==> src/common/dasf_pkg.sv <==
// Purpose: Constants for the accumulator status flag block.
// Assumes: AXI4-Lite register access, 32-bit data, byte addresses.
// Notes:   One copy of every offset, status and control bit position, and the level and irq reset values.
package dasf_pkg;
	localparam logic [3:0]  OFF_STATUS_WORD = 4'h0;
	localparam logic [3:0]  OFF_CONTROL     = 4'h4;
	localparam logic [3:0]  OFF_IRQ_STATUS  = 4'h8;
	localparam logic [3:0]  OFF_IRQ_MASK    = 4'hC;
	localparam int          BIT_OVF_A       = 15;
	localparam int          BIT_OVF_B       = 14;
	localparam int          BIT_SAT_A       = 13;
	localparam int          BIT_SAT_B       = 12;
	localparam int          BIT_OVF_AB      = 11;
	localparam int          BIT_SAT_AB      = 10;
	localparam int          BIT_IPL_LO      = 5;
	localparam int          BIT_NEST_DIS    = 0;
	localparam logic [2:0]  IPL_RESET       = 3'h0;
	localparam logic [2:0]  IPL_USER_OFF    = 3'h7;
	localparam logic [1:0]  RESP_OKAY       = 2'h0;
	localparam logic [1:0]  RESP_SLVERR     = 2'h2;
	localparam logic [3:0]  IRQ_RESET       = 4'h0;
	// Interrupt bit order: sat A, sat B, ovf A, ovf B
	localparam int          IRQ_BITS        = 4;
endpackage

==> src/verilog/dasf_status_flags.sv <==
// Purpose: Accumulator overflow and sticky saturation flags, priority level
//          field, and the CPU status word seen over AXI4-Lite.
// Assumes: Saturation and overflow indications are synchronous to aclk.
// Notes:   Writes to the status word only clear sticky bits or load level.
//
// The AXI4-Lite register port and the address map were decided locally.
`timescale 1ns/10ps
module dasf_status_flags (
	input  wire logic        aclk,
	input  wire logic        aresetn,
	input  wire logic        acc_a_overflow,
	input  wire logic        acc_b_overflow,
	input  wire logic        acc_a_saturate,
	input  wire logic        acc_b_saturate,
	input  wire logic [3:0]  s_axi_awaddr,
	input  wire logic        s_axi_awvalid,
	output logic             s_axi_awready,
	input  wire logic [31:0] s_axi_wdata,
	input  wire logic [3:0]  s_axi_wstrb,
	input  wire logic        s_axi_wvalid,
	output logic             s_axi_wready,
	output logic [1:0]       s_axi_bresp,
	output logic             s_axi_bvalid,
	input  wire logic        s_axi_bready,
	input  wire logic [3:0]  s_axi_araddr,
	input  wire logic        s_axi_arvalid,
	output logic             s_axi_arready,
	output logic [31:0]      s_axi_rdata,
	output logic [1:0]       s_axi_rresp,
	output logic             s_axi_rvalid,
	input  wire logic        s_axi_rready,
	output logic [2:0]       interrupt_priority_level,
	output logic             user_irq_disabled,
	output logic             irq
);
	logic        acc_a_overflow_flag;
	logic        acc_b_overflow_flag;
	logic        acc_a_sticky_saturation;
	logic        acc_b_sticky_saturation;
	logic        either_acc_overflow_flag;
	logic        interrupt_nesting_disable;
	logic [3:0]  irq_status;
	logic [3:0]  irq_mask;
	logic        aw_held;
	logic        w_held;
	logic [3:0]  aw_addr;
	logic [31:0] w_data;
	logic [3:0]  w_strb;

	logic        next_ovf_a;
	logic        next_ovf_b;
	logic        next_sat_a;
	logic        next_sat_b;
	logic        next_ovf_ab;
	logic        next_nest_dis;
	logic [2:0]  next_ipl;
	logic        next_user_off;
	logic [3:0]  next_irq_status;
	logic [3:0]  next_irq_mask;
	logic        next_irq;
	logic        next_aw_held;
	logic        next_w_held;
	logic [3:0]  next_aw_addr;
	logic [31:0] next_w_data;
	logic [3:0]  next_w_strb;
	logic        next_awready;
	logic        next_wready;
	logic        next_bvalid;
	logic [1:0]  next_bresp;
	logic        next_arready;
	logic        next_rvalid;
	logic [31:0] next_rdata;
	logic [1:0]  next_rresp;

	logic        wr_fire;
	logic [15:0] status_word;
	logic        sat_ab;
	logic [3:0]  irq_events;

	assign sat_ab = acc_a_sticky_saturation | acc_b_sticky_saturation;

	always_comb begin
		status_word = 16'h0000;
		status_word[dasf_pkg::BIT_OVF_A]  = acc_a_overflow_flag;
		status_word[dasf_pkg::BIT_OVF_B]  = acc_b_overflow_flag;
		status_word[dasf_pkg::BIT_SAT_A]  = acc_a_sticky_saturation;
		status_word[dasf_pkg::BIT_SAT_B]  = acc_b_sticky_saturation;
		status_word[dasf_pkg::BIT_OVF_AB] = either_acc_overflow_flag;
		status_word[dasf_pkg::BIT_SAT_AB] = sat_ab;
		status_word[dasf_pkg::BIT_IPL_LO +: 3] = interrupt_priority_level;
	end

	// Write executes once both address and data are held, response idle
	assign wr_fire = aw_held && w_held && !s_axi_bvalid;
	assign irq_events = {acc_b_overflow, acc_a_overflow,
		acc_b_saturate, acc_a_saturate};

	always_comb begin
		logic clr_a;
		logic clr_b;
		logic [15:0] wd;
		clr_a = 1'b0;
		clr_b = 1'b0;
		wd = w_data[15:0];
		next_aw_held  = aw_held;
		next_w_held   = w_held;
		next_aw_addr  = aw_addr;
		next_w_data   = w_data;
		next_w_strb   = w_strb;
		next_bvalid   = s_axi_bvalid;
		next_bresp    = s_axi_bresp;
		next_nest_dis = interrupt_nesting_disable;
		next_ipl      = interrupt_priority_level;
		next_irq_mask = irq_mask;
		next_irq_status = irq_status;
		if (s_axi_awvalid && s_axi_awready) begin
			next_aw_held = 1'b1;
			next_aw_addr = s_axi_awaddr;
		end
		if (s_axi_wvalid && s_axi_wready) begin
			next_w_held = 1'b1;
			next_w_data = s_axi_wdata;
			next_w_strb = s_axi_wstrb;
		end
		if (s_axi_bvalid && s_axi_bready) begin
			next_bvalid = 1'b0;
		end
		if (wr_fire) begin
			next_aw_held = 1'b0;
			next_w_held  = 1'b0;
			next_bvalid  = 1'b1;
			next_bresp   = dasf_pkg::RESP_OKAY;
			case (aw_addr)
				dasf_pkg::OFF_STATUS_WORD: begin
					if (w_strb[1]) begin
						clr_a = !wd[dasf_pkg::BIT_SAT_A];
						clr_b = !wd[dasf_pkg::BIT_SAT_B];
						if (!wd[dasf_pkg::BIT_SAT_AB]) begin
							clr_a = 1'b1;
							clr_b = 1'b1;
						end
					end
					if (w_strb[0] && !interrupt_nesting_disable) begin
						next_ipl = wd[dasf_pkg::BIT_IPL_LO +: 3];
					end
				end
				dasf_pkg::OFF_CONTROL: begin
					if (w_strb[0]) begin
						next_nest_dis = wd[dasf_pkg::BIT_NEST_DIS];
					end
				end
				dasf_pkg::OFF_IRQ_STATUS: begin
					if (w_strb[0]) begin
						next_irq_status = irq_status & ~wd[3:0];
					end
				end
				dasf_pkg::OFF_IRQ_MASK: begin
					if (w_strb[0]) begin
						next_irq_mask = wd[3:0];
					end
				end
				default: begin
					next_bresp = dasf_pkg::RESP_SLVERR;
				end
			endcase
		end
		// Set beats clear in the same cycle
		next_irq_status = next_irq_status | irq_events;
		next_awready = !next_aw_held && !next_bvalid;
		next_wready  = !next_w_held && !next_bvalid;
		next_ovf_a = acc_a_overflow;
		next_ovf_b = acc_b_overflow;
		next_ovf_ab = acc_a_overflow | acc_b_overflow;
		// Sticky A, saturation wins over clear
		next_sat_a = (acc_a_sticky_saturation && !clr_a) || acc_a_saturate;
		// Sticky B, saturation wins over clear
		next_sat_b = (acc_b_sticky_saturation && !clr_b) || acc_b_saturate;
		next_user_off = (next_ipl == dasf_pkg::IPL_USER_OFF);
		next_irq = |(next_irq_status & next_irq_mask);
	end

	always_comb begin
		// Ready whenever no read answer waits; reset loads arready low, so ready comes one cycle after reset
		next_arready = !s_axi_rvalid;
		next_rvalid  = s_axi_rvalid;
		next_rdata   = s_axi_rdata;
		next_rresp   = s_axi_rresp;
		if (s_axi_rvalid && s_axi_rready) begin
			next_rvalid  = 1'b0;
			next_arready = 1'b1;
		end
		if (s_axi_arvalid && s_axi_arready) begin
			next_arready = 1'b0;
			next_rvalid  = 1'b1;
			next_rresp   = dasf_pkg::RESP_OKAY;
			next_rdata   = 32'h0000_0000;
			case (s_axi_araddr)
				dasf_pkg::OFF_STATUS_WORD: next_rdata[15:0] = status_word;
				dasf_pkg::OFF_CONTROL:
					next_rdata[dasf_pkg::BIT_NEST_DIS] =
						interrupt_nesting_disable;
				dasf_pkg::OFF_IRQ_STATUS: next_rdata[3:0] = irq_status;
				dasf_pkg::OFF_IRQ_MASK:   next_rdata[3:0] = irq_mask;
				default: next_rresp = dasf_pkg::RESP_SLVERR;
			endcase
		end
	end

	always_ff @(posedge aclk) begin
		if (!aresetn) begin
			acc_a_overflow_flag       <= 1'b0;
			acc_b_overflow_flag       <= 1'b0;
			acc_a_sticky_saturation   <= 1'b0;
			acc_b_sticky_saturation   <= 1'b0;
			either_acc_overflow_flag  <= 1'b0;
			interrupt_nesting_disable <= 1'b0;
			interrupt_priority_level  <= dasf_pkg::IPL_RESET;
			user_irq_disabled         <= 1'b0;
			irq_status                <= dasf_pkg::IRQ_RESET;
			irq_mask                  <= dasf_pkg::IRQ_RESET;
			irq                       <= 1'b0;
			aw_held                   <= 1'b0;
			w_held                    <= 1'b0;
			aw_addr                   <= 4'h0;
			w_data                    <= 32'h0000_0000;
			w_strb                    <= 4'h0;
			s_axi_awready             <= 1'b0;
			s_axi_wready              <= 1'b0;
			s_axi_bvalid              <= 1'b0;
			s_axi_bresp               <= dasf_pkg::RESP_OKAY;
			s_axi_arready             <= 1'b0;
			s_axi_rvalid              <= 1'b0;
			s_axi_rdata               <= 32'h0000_0000;
			s_axi_rresp               <= dasf_pkg::RESP_OKAY;
		end else begin
			acc_a_overflow_flag       <= next_ovf_a;
			acc_b_overflow_flag       <= next_ovf_b;
			acc_a_sticky_saturation   <= next_sat_a;
			acc_b_sticky_saturation   <= next_sat_b;
			either_acc_overflow_flag  <= next_ovf_ab;
			interrupt_nesting_disable <= next_nest_dis;
			interrupt_priority_level  <= next_ipl;
			user_irq_disabled         <= next_user_off;
			irq_status                <= next_irq_status;
			irq_mask                  <= next_irq_mask;
			irq                       <= next_irq;
			aw_held                   <= next_aw_held;
			w_held                    <= next_w_held;
			aw_addr                   <= next_aw_addr;
			w_data                    <= next_w_data;
			w_strb                    <= next_w_strb;
			s_axi_awready             <= next_awready;
			s_axi_wready              <= next_wready;
			s_axi_bvalid              <= next_bvalid;
			s_axi_bresp               <= next_bresp;
			s_axi_arready             <= next_arready;
			s_axi_rvalid              <= next_rvalid;
			s_axi_rdata               <= next_rdata;
			s_axi_rresp               <= next_rresp;
		end
	end

	ovf_a_track_a: assert property (
		@(posedge aclk) disable iff (!aresetn)
		acc_a_overflow_flag == $past(acc_a_overflow))
		else $error("overflow A flag mismatch");
	ovf_b_track_a: assert property (
		@(posedge aclk) disable iff (!aresetn)
		acc_b_overflow_flag == $past(acc_b_overflow))
		else $error("overflow B flag mismatch");
	sat_a_set_a: assert property (
		@(posedge aclk) disable iff (!aresetn)
		acc_a_saturate |=> acc_a_sticky_saturation)
		else $error("sticky A not set");
	sat_b_hold_a: assert property (
		@(posedge aclk) disable iff (!aresetn)
		acc_b_sticky_saturation && !wr_fire |=> acc_b_sticky_saturation)
		else $error("sticky B lost");
	ovf_ab_or_a: assert property (
		@(posedge aclk) disable iff (!aresetn)
		either_acc_overflow_flag == $past(acc_a_overflow | acc_b_overflow))
		else $error("combined overflow wrong");
	sat_ab_clr_a: assert property (
		@(posedge aclk) disable iff (!aresetn)
		wr_fire && aw_addr == dasf_pkg::OFF_STATUS_WORD && w_strb[1] &&
		!w_data[dasf_pkg::BIT_SAT_AB] && !acc_a_saturate && !acc_b_saturate
		|=> !sat_ab)
		else $error("combined clear missed");
	ipl_lock_a: assert property (
		@(posedge aclk) disable iff (!aresetn)
		interrupt_nesting_disable |=> $stable(interrupt_priority_level))
		else $error("level changed while locked");
	ipl_seven_a: assert property (
		@(posedge aclk) disable iff (!aresetn)
		##1 user_irq_disabled ==
		($past(next_ipl) == dasf_pkg::IPL_USER_OFF))
		else $error("level seven flag wrong");
	sat_no_set_a: assert property (
		@(posedge aclk) disable iff (!aresetn)
		!acc_a_sticky_saturation && !acc_a_saturate
		|=> !acc_a_sticky_saturation)
		else $error("sticky A set without saturation");
endmodule

==> config.mk <==
export PLATFORM = sky130hd
export DESIGN_NAME = dasf_status_flags
export DESIGN_NICKNAME = d
export VERILOG_FILES = /design/src/common/dasf_pkg.sv /design/src/verilog/dasf_status_flags.sv
export SDC_FILE = /design/constraint.sdc
export NUM_CORES = 1
export LEC_CHECK = 0
export BUFFER_PORTS_ARGS = -buffer_cell sky130_fd_sc_hd__buf_2
export CORE_AREA = 5 5 95 97
export DETAILED_ROUTE_END_ITERATION = 10
export DIE_AREA = 0 0 100 102
export HOLD_SLACK_MARGIN = 0.1
export PLACE_DENSITY_LB_ADDON = 0.2
export SYNTH_ARGS = -nofsm -noshare
export SYNTH_HDL_FRONTEND = slang
export SYNTH_SLANG_ARGS = --single-unit
==> constraint.sdc <==
create_clock -name aclk -period 2.9 [get_ports aclk]
set_input_delay 0.58 -clock aclk [delete_from_list [all_inputs] [get_ports aclk]]
set_output_delay 0.58 -clock aclk [all_outputs]
set_load 0.01 [all_outputs]
==> reports/results.ini <==
[clock_network]
cts_root_buf=clkbuf_8
clk_path_buf_depth=2
clkLatencyLatePin_ns=0.33
cts_buffers=9
clock_sinks=57
ctsHoldBuffers=0
cts.repair.resized=0
clkTransAtPathRegs_ns=0.06
cts_setup_buffers=0
htree_levels=3
cts_tree=yes

[global_routing]
grt-ovfl-total=0
grtUsageTotal=0.1102
grt_use_met1=0.1334
grt_start_max_net_pins=32
grt_util_met2=0.1786
first_global_vias=1784
grt_use_met3=0.04300
grt_pass1_wl_um=8666
antenna_found_initial=0
busiest_layer=met2

[layout]
num_antenna_cells=0
synthToLayoutAreaGrowth_pct=22.29
multi_input_area_mm2=0.001072
fillers=869
num-nets-final=364
final_util=0.3538
final_cell_mix=dfxtp_1 (57), buf_2 (55), nand2_1 (41)
drive_gt1_frac=0.2675
final_common_cell=dfxtp_1
regArea_mm2=0.001141

[hold_path]
min-delay-start=acc_b_overflow_flag
min_path_type=reg2reg

[setup_path]
cp-start-kind=flop
cp_data_required_time_ns=3.11
slowest_delay_ns=0.62
crit_type=reg2reg
cp.arrival_ns=2.10
cpMaxStageDelayCell=or4b_4
r2r_start=aw_addr[0]
critPathMaxFanout=5
crit_path_cell_trace=or4b_4, o32ai_2, a21oi_1, o41a_1
cp-startpoint=aw_addr[0]
crit_path_end_kind=flop

[synthesis]
yosysWarnings=0
yosys.area.top_type=dfxtp_1
ys_types=38
syn-cell-area_mm2=0.002330
synth_edf_count=0
ys_seq_area_frac=0.4898
avgSynthCellArea_um2=9.319
synth.ff_latch_count=57
syn_inst=250
synth_top_area_share=0.4898
synth_area_leaders=dfxtp_1 (49%), a21oi_1 (7.1%), buf_4 (6.8%), nand2_1 (6.6%), mux2i_1 (3.4%)
synthArstFlopShare=0
synth_flop_cell=dfxtp_1

[placement]
portBuffers=55
gp_congestion=0.7325
dp_hpwl_um=4139

[sta]
tightest_slew_ns=0.6778
layout_min_cycle_time_ns=1.892
finClkSkew_ns=0.006974
finalSetupViolations=0
slew_violations=0
finalCritPeriodShare=0.6525
fmax_ghz=0.5284
rsz0062_at_grt=no
slew_headroom=0.5481
hold_viol=0
tns_ns=0

[floorplan]
die_area_mm2=0.01020
fp.dieW_um=100
rows=33
die_y_um=102
io_pins=101
core_mm2=0.008051
start_util=0.2894

[power_and_ir_drop]
ir_drop_uv=181.4
p_leak_nw=1.184
powerDensity_mw_per_mm2=612.7

[route]
ant_nets=0
routed_wl_um=5491
drt_pass1_iterations=4
drtIter0Drc=57
post_drt_wl_per_cell_um=13.11
vias_per_cell=4.487
drc=0
route.vias.total=1880

[run]
drv_cap=0

[run_status]
status=complete, no violations

cell type report:
cell class              count  area share
clock buffers              10     0.04480
clock inverters             6     0.02899
inverters                   1    0.001318
multi-input cells         183      0.3764
flip-flops and latches     57      0.4005
well taps                 105     0.04611
repair buffers             57      0.1019
Yosys cell counts, types with 2 or more instances:
cell and number:
a21boi_0 2, a21oi_1 33, a22o_1 9, and2_1 3
and3_1 3, and4b_1 2, buf_4 21, clkbuf_1 7
dfxtp_1 57, mux2i_1 8, nand2_1 41, nand2b_1 6
nand3_1 10, nand3b_1 2, nor2_1 15, nor3_1 2
o21a_1 2, o21ai_0 4, o32ai_2 2, or3_1 3
power breakdown:
part | internal, mW | total, mW | switching [mW] | leakage (nW)
Combinational | 0.0498 | 0.127 | 0.0768 | 0.613
Clock | 0.479 | 0.785 | 0.306 | 0.106
Sequential | 0.812 | 0.834 | 0.0227 | 0.465
Total | 1.34 | 1.75 | 0.405 | 1.18
cell families after synthesis:
group           count (synthesis)  synth area share
buf+inv                        30           0.08217
compound gates                 58            0.1729
flops                          57            0.4898
simple gates                   96            0.2191
mux                             8           0.03437
other cells                     1          0.001610
stage by stage:
stage	cells	power [mW]	worst slack [ns]	cell area (um^2)	hold WS, ns
3_5_place_dp	403	0.9802	1.009	2639	0.4305
4_1_cts	419	1.775	1.004	2849	0.4464
5_1_grt	419	1.829	0.9440	2849	0.4753
3_3_place_gp	403	0.9790	1.017	2639	0.4250
6_report	419	1.746	1.008	2849	0.4407
2_1_floorplan	270	0.9488	1.128	2405	0.4198
state kept, by name, indices dropped and copies added, names as in the netlist, 2 cells and up:
register,count
irq_status,4
irq_mask,4
s_axi_rdata,13
w_data,10
interrupt_priority_level,3
w_strb,2
aw_addr,4
path summary, 6_finish.rpt:
kind                     endpoint  slack, ns  depth (start not counted)
setup reg to reg              irq       1.01                          4
hold reg to reg   s_axi_rdata[14]       0.44                          1
hold / removal    s_axi_rdata[14]       0.44                          1
setup / recovery              irq       1.01                          4
per-layer routing:
| layer | wire [um] | part of all wire |
|---|---|---|
| met1 | 2474 | 0.45 |
| met2 | 2543 | 0.46 |
| met3 | 386 | 0.070 |
| met4 | 87 | 0.016 |
| met5 | 0 | 0 |
worst max-delay path: cells and delay by family (launching register included):
family	cells	cell delay, ns
AO/OA/AOI/OAI	3	0.82
flip-flops	1	0.34
AND/OR/NAND/NOR	1	0.62
Power figures use the tool's default switching activity.
